### src/rtl/tcs_pkg.sv
// Constants and carrier types for the touch converter setup registers.
package tcs_pkg;

  // Clock rate and register geometry.
  localparam int unsigned CLK_HZ     = 125_000_000;
  localparam int unsigned ADDR_W     = 10;
  localparam int unsigned DATA_W     = 16;
  localparam int unsigned NUM_STAGES = 12;

  // Register offsets and values after reset.
  localparam logic [9:0]  OFS_PWR_CTRL = 10'h000;
  localparam logic [9:0]  OFS_CAL_EN   = 10'h001;
  localparam logic [15:0] RST_PWR_CTRL = 16'h0000;
  localparam logic [15:0] RST_CAL_EN   = 16'h0000;

  // Field positions in the power and sequence control register.
  localparam int unsigned MODE_LSB     = 0;
  localparam int unsigned SLEEP_LSB    = 2;
  localparam int unsigned STAGES_LSB   = 4;
  localparam int unsigned DECIM_LSB    = 8;
  localparam int unsigned REINIT_BIT   = 10;
  localparam int unsigned IRQ_POL_BIT  = 11;
  localparam int unsigned DRV_A_BIT    = 12;
  localparam int unsigned DRV_B_BIT    = 13;
  localparam int unsigned BIAS_LSB     = 14;
  // Field positions in the stage calibration enable register.
  localparam int unsigned FP_SKIP_LSB  = 12;
  localparam int unsigned LP_SKIP_LSB  = 14;

  // Operating state codes and limits.
  localparam logic [1:0] MODE_FULL      = 2'h0;
  localparam logic [1:0] MODE_LOW       = 2'h2;
  localparam logic [3:0] MAX_STAGE_CODE = 4'hB;

  // Sequence timing: times in ms, cycle counts derived from the clock.
  localparam int unsigned FULL_SEQ_MS  = 36;
  localparam int unsigned LP_STEP_MS   = 200;
  localparam int unsigned FULL_SEQ_CYC = CLK_HZ / 1000 * FULL_SEQ_MS;
  localparam int unsigned LP_STEP_CYC  = CLK_HZ / 1000 * LP_STEP_MS;

  // Layout of the power and sequence control register, bit 15 first.
  typedef struct packed {
    logic [1:0] converter_bias_boost;
    logic       drive_output_b_disable;
    logic       drive_output_a_disable;
    logic       irq_polarity_bit;
    logic       software_reinit_bit;
    logic [1:0] decimation_select;
    logic [3:0] stage_count_code;
    logic [1:0] sleep_interval_select;
    logic [1:0] operating_state;
  } tcs_ctrl_t;

  // Layout of the stage calibration enable register, bit 15 first.
  typedef struct packed {
    logic [1:0]  low_power_sample_skip;
    logic [1:0]  full_power_sample_skip;
    logic [11:0] per_stage_calibration_enable;
  } tcs_cal_t;

  // One access from the serial register interface.
  typedef struct packed {
    logic        wr;
    logic        rd;
    logic [9:0]  addr;
    logic [15:0] wdata;
  } tcs_reg_req_t;

endpackage : tcs_pkg

### src/rtl/tcs_interval_timer.sv
// Free-running interval timer that pulses once per programmed period.
`timescale 1ns/100ps
module tcs_interval_timer
  import tcs_pkg::*;
(
  // Clock and reset
  input  wire logic        sys_clk,
  input  wire logic        arst_n,
  // Control
  input  wire logic        run,
  input  wire logic        restart,
  input  wire logic [31:0] period,
  // Event
  output logic             expire
);

  typedef struct packed {
    logic [31:0] cnt;
    logic        fire;
  } tcs_tmr_t;

  tcs_tmr_t st_reg;
  tcs_tmr_t st_next;

  // Count down from the period; a stopped timer holds itself reloaded.
  always_comb begin
    st_next      = st_reg;
    st_next.fire = 1'b0;
    if (!run || restart) begin
      st_next.cnt = period;
    end else if (st_reg.cnt <= 32'h0000_0001) begin
      st_next.cnt  = period;
      st_next.fire = 1'b1;
    end else begin
      st_next.cnt = st_reg.cnt - 32'h0000_0001;
    end
  end

  always_ff @(posedge sys_clk or negedge arst_n) begin
    if (!arst_n) begin
      st_reg <= '0;
    end else begin
      st_reg <= st_next;
    end
  end

  assign expire = st_reg.fire;

endmodule : tcs_interval_timer

### src/rtl/tcs_sample_skip.sv
// Decimating gate that passes one sample and then skips a set number.
`timescale 1ns/100ps
module tcs_sample_skip
  import tcs_pkg::*;
(
  // Clock and reset
  input  wire logic       sys_clk,
  input  wire logic       arst_n,
  // Control
  input  wire logic       clear,
  input  wire logic [4:0] skip_n,
  // Samples
  input  wire logic       sample_in,
  output logic            sample_use
);

  typedef struct packed {
    logic [4:0] cnt;
    logic       use_q;
  } tcs_skip_t;

  tcs_skip_t st_reg;
  tcs_skip_t st_next;

  // A zero count accepts the sample and reloads the skip distance.
  always_comb begin
    st_next       = st_reg;
    st_next.use_q = 1'b0;
    if (clear) begin
      st_next.cnt = 5'h00;
    end else if (sample_in) begin
      if (st_reg.cnt == 5'h00) begin
        st_next.use_q = 1'b1;
        st_next.cnt   = skip_n;
      end else begin
        st_next.cnt = st_reg.cnt - 5'h01;
      end
    end
  end

  always_ff @(posedge sys_clk or negedge arst_n) begin
    if (!arst_n) begin
      st_reg <= '0;
    end else begin
      st_reg <= st_next;
    end
  end

  assign sample_use = st_reg.use_q;

endmodule : tcs_sample_skip

### src/rtl/tcs_setup_regs.sv
// Setup register pair and conversion sequencer of the touch converter.
//
// Functional notes
// - State 00 runs full power, one conversion sequence about every 36 ms.
// - State codes 01 and 11 mean shutdown; no conversions at all.
// - State 10 is low power; the device wakes by itself to convert.
// - Bits 3:2 pick the low power wait: 200, 400, 600 or 800 ms.
// - Bits 7:4 give stages per sequence minus one; twelve is the most.
// - Bits 9:8 pick decimation: 00 gives 256, 01 gives 128.
// - Writing one to bit 10 clears all registers; the bit self-clears.
// - Bit 11 sets interrupt line polarity: zero low, one high.
// - Bit 12 set to one disables the first excitation output.
// - Bit 13 set to one disables the second excitation output.
// - Bits 15:14 set bias: normal, plus 20, 35 or 50 percent.
// - Calibration bits 0 to 11 enable calibration per stage.
// - Full power skip bits 13:12 skip 3, 7, 15 or 31 samples.
// - Low power skip bits 15:14 skip 0, 1, 2 or 3 samples.
// - Both registers hold zero after reset.
`timescale 1ns/100ps
module tcs_setup_regs
  import tcs_pkg::*;
#(
  parameter int unsigned FULL_PERIOD_CYC = FULL_SEQ_CYC,
  parameter int unsigned LP_UNIT_CYC     = LP_STEP_CYC
)
(
  // Clock and reset
  input  wire logic        sys_clk,
  input  wire logic        arst_n,
  // Register access from the serial interface
  input  wire logic        reg_wr,
  input  wire logic        reg_rd,
  input  wire logic [9:0]  reg_addr,
  input  wire logic [15:0] reg_wdata,
  output logic [15:0]      reg_rdata,
  output logic             reg_rdata_valid,
  // Converter front end, same clock
  input  wire logic        stage_done,
  input  wire logic        sample_strobe,
  output logic             stage_start,
  output logic [3:0]       stage_index,
  output logic [11:0]      stage_select,
  output logic             stage_cal_active,
  output logic             sequence_done,
  output logic             sample_use,
  output logic             converter_active,
  output logic             low_power_active,
  output logic             decimate_by_128,
  output logic [1:0]       converter_bias_boost,
  // Excitation and interrupt pins
  output logic             drive_output_a_en,
  output logic             drive_output_b_en,
  input  wire logic        irq_request,
  output logic             irq_pin
);

  typedef enum logic [1:0] {
    SEQ_OFF,
    SEQ_WAIT,
    SEQ_CONV
  } tcs_seq_t;

  // Every flip-flop outside the wake timer and skip gate sits in this one struct. The read word
  // holds until the next read, so the host may collect it late.
  // mode_seen is last cycle's operating state; a difference from the
  // present one tells the wake timer that the mode has changed, so a
  // new period starts at once.
  typedef struct packed {
    tcs_ctrl_t   ctrl;
    tcs_cal_t    cal;
    logic [15:0] rdata;
    logic        rvalid;
    tcs_seq_t    seq;
    logic [3:0]  stage;
    logic        start;
    logic        done;
    logic [1:0]  mode_seen;
    logic [11:0] sel;
    logic        irq_q;
  } tcs_state_t;

  tcs_state_t   st_reg;
  tcs_state_t   st_next;
  tcs_reg_req_t req;

  logic         mode_run;
  logic         mode_low;
  logic [3:0]   last_stage;
  logic [31:0]  period;
  logic         tick;
  logic [4:0]   skip_n;
  logic [11:0]  sel_next;

  // Bundle the incoming access so decode reads one carrier.
  assign req = '{wr: reg_wr, rd: reg_rd, addr: reg_addr, wdata: reg_wdata};

  // Decode the operating state; only 00 and 10 run the converter.
  // Both shutdown codes fall out of the same test, so neither needs a case.
  // full power runs
  always_comb begin
    mode_run = (st_reg.ctrl.operating_state == MODE_FULL) ||
               (st_reg.ctrl.operating_state == MODE_LOW);
    mode_low = (st_reg.ctrl.operating_state == MODE_LOW);
  end

  // Pick the wake period; the low power wait is a whole multiple of 200 ms.
  // low power interval
  always_comb begin
    if (mode_low) begin
      period = LP_UNIT_CYC *
               (32'(st_reg.ctrl.sleep_interval_select) + 32'h0000_0001);
    end else begin
      period = FULL_PERIOD_CYC;
    end
  end

  // Clamp the stage count so a code above twelve stages cannot run away.
  // Such codes are illegal, but a stuck sequencer would be worse.
  // stage count clamp
  always_comb begin
    if (st_reg.ctrl.stage_count_code > MAX_STAGE_CODE) begin
      last_stage = MAX_STAGE_CODE;
    end else begin
      last_stage = st_reg.ctrl.stage_count_code;
    end
  end

  // Skip distance depends on the mode the converter is in.
  // Low power codes are the distance itself; full power codes give one
  // less than a power of two, so a small table is cheaper than a shift.
  // full power skip
  always_comb begin
    if (mode_low) begin
      skip_n = {3'h0, st_reg.cal.low_power_sample_skip};
    end else begin
      case (st_reg.cal.full_power_sample_skip)
        2'h0:    skip_n = 5'h03;
        2'h1:    skip_n = 5'h07;
        2'h2:    skip_n = 5'h0F;
        default: skip_n = 5'h1F;
      endcase
    end
  end

  // Wake timer; restarted whenever the mode changes so a new period
  // takes effect at once rather than after a stale one runs out.
  tcs_interval_timer u_timer (
    .sys_clk (sys_clk),
    .arst_n  (arst_n),
    .run     (mode_run),
    .restart (st_reg.mode_seen != st_reg.ctrl.operating_state),
    .period  (period),
    .expire  (tick)
  );

  // Decimating gate on the raw converter samples.
  tcs_sample_skip u_skip (
    .sys_clk    (sys_clk),
    .arst_n     (arst_n),
    .clear      (!mode_run),
    .skip_n     (skip_n),
    .sample_in  (sample_strobe && st_reg.seq == SEQ_CONV),
    .sample_use (sample_use)
  );

  // One-hot stage select, one decoder bit per stage.
  // The select is decoded from the next state so that it changes on the
  // same edge as the stage index, never a cycle behind it.
  genvar gi;
  generate
    for (gi = 0; gi < NUM_STAGES; gi++) begin : g_sel
      assign sel_next[gi] = (st_next.seq == SEQ_CONV) &&
                            (st_next.stage == 4'(gi));
    end
  endgenerate

  // Register file, read port and sequencer in one next-state process.
  always_comb begin
    st_next        = st_reg;
    st_next.start  = 1'b0;
    st_next.done   = 1'b0;
    st_next.rvalid = 1'b0;
    st_next.mode_seen = st_reg.ctrl.operating_state;

    // Reads return the stored word one cycle later; holes read zero.
    // The word is copied into its own flip-flops so that it stays put
    // while the host shifts it out, even if a write lands meanwhile.
    if (req.rd) begin
      st_next.rvalid = 1'b1;
      case (req.addr)
        OFS_PWR_CTRL: st_next.rdata = st_reg.ctrl;
        OFS_CAL_EN:   st_next.rdata = st_reg.cal;
        default:      st_next.rdata = 16'h0000;
      endcase
    end

    // Writes land whole; the host keeps decimation to legal codes.
    // decimation stored
    if (req.wr) begin
      case (req.addr)
        OFS_PWR_CTRL: st_next.ctrl = tcs_ctrl_t'(req.wdata);
        OFS_CAL_EN:   st_next.cal  = tcs_cal_t'(req.wdata);
        default:      st_next.cal  = st_reg.cal;
      endcase
    end

    // Sequencer: wait for a wake tick, then walk the stages in order.
    // Stage done pulses are trusted only in the converting state; a stray
    // one while waiting would otherwise skip a stage of the next run.
    // The wake timer keeps running during a sequence.
    case (st_reg.seq)
      SEQ_OFF: begin
        st_next.stage = 4'h0;
        if (mode_run) begin
          st_next.seq = SEQ_WAIT;
        end
      end
      SEQ_WAIT: begin
        if (tick) begin
          st_next.seq   = SEQ_CONV;
          st_next.stage = 4'h0;
          st_next.start = 1'b1;
        end
      end
      SEQ_CONV: begin
        // A tick during a sequence is dropped; the period is a minimum.
        if (stage_done) begin
          if (st_reg.stage >= last_stage) begin
            st_next.seq   = SEQ_WAIT;
            st_next.stage = 4'h0;
            st_next.done  = 1'b1;
          end else begin
            st_next.stage = st_reg.stage + 4'h1;
            st_next.start = 1'b1;
          end
        end
      end
      default: begin
        st_next.seq = SEQ_OFF;
      end
    endcase

    // Shutdown aborts any sequence in flight.
    // A done pulse from the same edge is dropped, as the run never ended.
    // abort on shutdown
    if (!mode_run) begin
      st_next.seq   = SEQ_OFF;
      st_next.stage = 4'h0;
      st_next.start = 1'b0;
      st_next.done  = 1'b0;
    end

    // Interrupt pin follows the request in the selected sense.
    // It is registered so that a polarity write cannot glitch the pin.
    // interrupt polarity
    st_next.irq_q = st_reg.ctrl.irq_polarity_bit ? irq_request
                                                 : !irq_request;

    // A one in the reinit bit wipes both registers, itself included,
    // and halts the sequencer as a reset would.
    // software reinit
    if (req.wr && req.addr == OFS_PWR_CTRL &&
        req.wdata[REINIT_BIT]) begin
      st_next.ctrl  = tcs_ctrl_t'(RST_PWR_CTRL);
      st_next.cal   = tcs_cal_t'(RST_CAL_EN);
      st_next.done  = 1'b0;
      st_next.seq   = SEQ_OFF;
      st_next.stage = 4'h0;
      st_next.start = 1'b0;
    end
  end

  // Merge the decoded select after the sequencer has settled.
  // A separate copy avoids reading st_next.sel inside the process that
  // writes it, which would be a combinational loop.
  tcs_state_t st_fin;
  always_comb begin
    st_fin     = st_next;
    st_fin.sel = sel_next;
  end

  // State register; all but the interrupt flop clears, the registers read zero after reset.
  // The idle interrupt level is the active-low sense, so it resets high.
  // zero reset
  always_ff @(posedge sys_clk or negedge arst_n) begin
    if (!arst_n) begin
      st_reg       <= '0;
      st_reg.ctrl  <= tcs_ctrl_t'(RST_PWR_CTRL);
      st_reg.cal   <= tcs_cal_t'(RST_CAL_EN);
      st_reg.irq_q <= 1'b1;
    end else begin
      st_reg <= st_fin;
    end
  end

  // Register read port.
  assign reg_rdata       = st_reg.rdata;
  assign reg_rdata_valid = st_reg.rvalid;

  // Sequencer outputs to the converter front end.
  // All but converter_active and low_power_active come straight from
  // flip-flops, so the front end sees clean levels a whole cycle long.
  assign stage_start      = st_reg.start;
  assign stage_index      = st_reg.stage;
  assign stage_select     = st_reg.sel;
  assign sequence_done    = st_reg.done;
  assign converter_active = (st_reg.seq == SEQ_CONV);
  assign low_power_active = mode_low;

  // Calibration applies only while the enabled stage is converting.
  // per stage calibration
  assign stage_cal_active = |(st_reg.sel &
                              st_reg.cal.per_stage_calibration_enable);

  assign decimate_by_128 = (st_reg.ctrl.decimation_select == 2'h1);

  assign converter_bias_boost = st_reg.ctrl.converter_bias_boost;

  // Excitation outputs are enabled by a zero bit.
  // first excitation gate
  assign drive_output_a_en = !st_reg.ctrl.drive_output_a_disable;
  assign drive_output_b_en = !st_reg.ctrl.drive_output_b_disable;

  assign irq_pin = st_reg.irq_q;

  // Limits a reuser should know.
  // A new low power interval written while already in low power waits
  // for the running interval to expire, since no mode change is seen.
  // Decimation codes 10 and 11 are stored and read back as written, yet
  // the converter treats them as divide by 256; software must avoid them.
  // The skip counter is shared by both power modes and is cleared only
  // in shutdown, so a switch between full and low power keeps whatever
  // skip distance the old mode left behind.
  // Stage count codes above eleven read back as written but run as
  // twelve stages.

endmodule : tcs_setup_regs
### config.mk
export PLATFORM = sky130hd
export DESIGN_NAME = tcs_setup_regs
export DESIGN_NICKNAME = d
export VERILOG_FILES = /design/src/rtl/tcs_pkg.sv /design/src/rtl/tcs_interval_timer.sv /design/src/rtl/tcs_sample_skip.sv /design/src/rtl/tcs_setup_regs.sv
export SDC_FILE = /design/constraint.sdc
export NUM_CORES = 1
export LEC_CHECK = 0
export BUFFER_PORTS_ARGS = -buffer_cell sky130_fd_sc_hd__buf_2
export CORE_MARGIN = 4
export CORE_UTILIZATION = 45
export DETAILED_ROUTE_END_ITERATION = 12
export RECOVER_POWER = 50
export SLEW_MARGIN = 30
export SYNTH_ARGS = -nofsm -noshare
export SYNTH_HDL_FRONTEND = slang
export SYNTH_HIERARCHICAL = 1
export SYNTH_SLANG_ARGS = --single-unit
### constraint.sdc
create_clock -name sys_clk -period 6.2 [get_ports sys_clk]
set_input_delay 1.55 -clock sys_clk [delete_from_list [all_inputs] [get_ports sys_clk]]
set_output_delay 1.55 -clock sys_clk [all_outputs]
set_load 0.03 [all_outputs]
==> flow_summary.ini <==
[outcome]
outcome = finished with violations
violations = max-capacitance violations, max-slew violations

[placed_design]
portBuffers = 77
gp_congestion = 0.852
placed_area_mm2 = 0.00654
hpwl_um = 10700

[route]
via_per_inst = 5.35
ant_nets = 0
firstDrtPassIters = 4
drt_iter0_drc = 233
drt_wl_total_um = 14700
drcViolationCount = 0
wl_per_cell_um = 16.4
vias = 4794

[worst_setup_path]
max_stage_delay_ns = 1.92
timing.rr.end = u_timer/st_reg[16]
start_kind = input port
endpoint_kind = asynchronous set/reset pin
r2r_cells = 6
crit_chain = clkbuf_1 -> buf_4
critPathLaunch = arst_n
cp_slowest_cell = clkbuf_1
cp_max_fo = 62
rr_startpoint = u_timer/st_reg[11]
crit_required_ns = 6.59
r2r_slack_ns = 2.75
crit_end = st_reg[42]
cp.depth = 2
worstSetupPathType = input port to asynchronous set/reset pin
crit_buf_inv = 2
worstPathArrival_ns = 4.42
crit_family = buffers and inverters

[synthesis]
synth_top_area_cell = dfrtp_1
yosysUniqueCellTypes = 66
synth_top_area_share_pct = 43.8
synthCells = 678
synth_commonest_cells = dfrtp_1, nand2_1, o21ai_0
yosysMostFrequentCell = dfrtp_1
ys_ff_latch = 111
synth-main-ff-cell = dfrtp_1
syn_area_per_cell_um2 = 9.27
synth_warnings = 6
synth_edf_count = 0
seq_area_frac_synth_pct = 44.2
synth-async-reset-ratio_pct = 100
netlist_area_mm2 = 0.00628
yosys-top-cells-area = dfrtp_1, nand2_1, ha_1

[sta]
hold_viol = 0
worstMarginPinSlew_ns = 2.78
skew_ns = 0.00914
fmax_ghz = 0.248
drv_slew = 51
setup_viol = 0
finalCritPeriodShare_pct = 64.9
rsz0062_at_grt = false
relSlewSlack_pct = -85.2
setup_tns_ns = 0
period_needed_ns = 4.03

[cells_and_area]
final_nets = 771
drive_above_1_share_pct = 11.8
synthToLayoutAreaGrowth_pct = 8.06
finalInstanceArea_mm2 = 0.00679
antennaDiodeCount = 0

[cts]
cts_resized = 0
clockRootBuffer = clkbuf_16
cts-htree-levels = 3
post_cts_buffers = 0
path_clk_slew_ns = 0.07
cts_tree = built
clock_latency_ns = 0.36
ctsHoldBuffers = 0
clk_path_buf_depth = 2
numCtsBuffers = 9
cts.sinks = 111

[die]
row_count = 42
core_mm2 = 0.0135
die_x_um = 126
dieHeight_um = 126
die_area_mm2 = 0.0159
start_util_pct = 46.7
ios = 78

[min_path]
hold_class = flop to flop

[grt]
grt_pass1_vias = 4846
grt_use_total_pct = 18.9
gr-total-overflow = 0
grt_max_degree = 63
antenna_found_initial = 1
grt_pass1_wl_um = 24500

[pwr]
power_density_mw_per_mm2 = 277
p_leak_uw = 0.00295
ir_worst_vdd_v = 0.000125

[job]
cap_viol_max_count = 1
-- power breakdown --
part | total, µW | switching, µW | internal, µW | leakage (µW)
clock network | 601 | 280 | 321 | 0.000146
registers | 900 | 87.0 | 813 | 0.00147
logic | 379 | 224 | 155 | 0.00133
-- stage by stage --
stage	util, %	std cells	power, µW	hold WS (ns)	worst slack, ns
6_report	50.5	896	1880	0.490	2.17
5_1_grt	50.5	896	2000	0.516	1.51
4_1_cts	50.9	896	1900	0.490	2.27
3_5_place_dp	48.6	880	1290	0.468	1.87
3_3_place_gp	48.6	880	1280	0.465	1.98
2_1_floorplan	-	688	1200	0.430	3.13
-- worst min path at each step --
stage / from / end / cells past startpoint / slack (ns)
after global routing: st_fin[14] / st_reg[14] / 0 / 0.52
after floorplan: st_fin[14] / st_reg[14] / 0 / 0.43
after CTS: st_reg[67] / irq_pin / 1 / 0.49
after detailed placement: st_fin[14] / st_reg[14] / 0 / 0.47
after global placement: st_reg[67] / irq_pin / 1 / 0.46
final: st_fin[14] / st_reg[14] / 0 / 0.49
-- cell usage in the layout, fill, tap and decap left out, types with 5 or more instances in the layout --
cell | netlist | routed
dfrtp_1 | 110 | 110
nand2_1 | 98 | 98
o21ai_0 | 46 | 47
clkbuf_1 | 21 | 45
nor2_1 | 45 | 44
a21oi_1 | 42 | 42
buf_2 | 4 | 33
nand3_1 | 23 | 23
xnor2_1 | 22 | 22
ha_1 | 22 | 22
inv_1 | 21 | 21
nor3_1 | 18 | 18
a22oi_1 | 17 | 17
xor2_1 | 16 | 16
conb_1 | 2 | 12
or4_1 | 11 | 11
nor4_1 | 10 | 10
nor2b_1 | 9 | 9
o21ai_2 | 9 | 9
clkbuf_16 | 0 | 9
and2_1 | 8 | 7
nand2b_1 | 7 | 7
nand4_1 | 6 | 6
buf_4 | 34 | 5
-- kinds of logic (layout without fill, tap and decap cells) --
logic type                 after synthesis  count (layout)  share of synthesized area, %
and+or+nand+nor                        270             270                          21.9
AOI/OAI and AO/OA                      142             142                          15.2
DFF                                    111             111                          44.2
buffers and inverters                   89             121                          8.14
xor gates and xnor gates                38              38                          5.30
adders and majority gates               23              23                          4.70
muxes                                    3               3                         0.478
other                                    2              12                         0.120
-- worst register-to-register path, delay by kind of cell, from the launching register on --
kind | cells | cell delay [ns]
simple gates | 2 | 1.33
flops | 1 | 0.41
buf+inv | 1 | 0.53
compound gates | 3 | 1.09
-- routing by layer --
layer	vias up	GRT usage, %	wire length (µm)	share of wire [%]
met5	-	0	7	0.048
met4	2	6.62	220	1.5
met3	15	4.53	726	4.9
met2	85	30.0	6990	48
met1	2301	25.4	6770	46
li1	2391	-	-	-
-- area by class of cell --
class / count / area (µm²)
sequential: 111 / 2780
multi-input combinational: 488 / 3030
clock inverter: 6 / 75.1
tap: 176 / 220
clock buffer: 10 / 229
timing repair buffer: 82 / 368
fill: 1313 / 6660
inverter: 23 / 86.3
No activity file was read; power rests on OpenSTA's default activity.
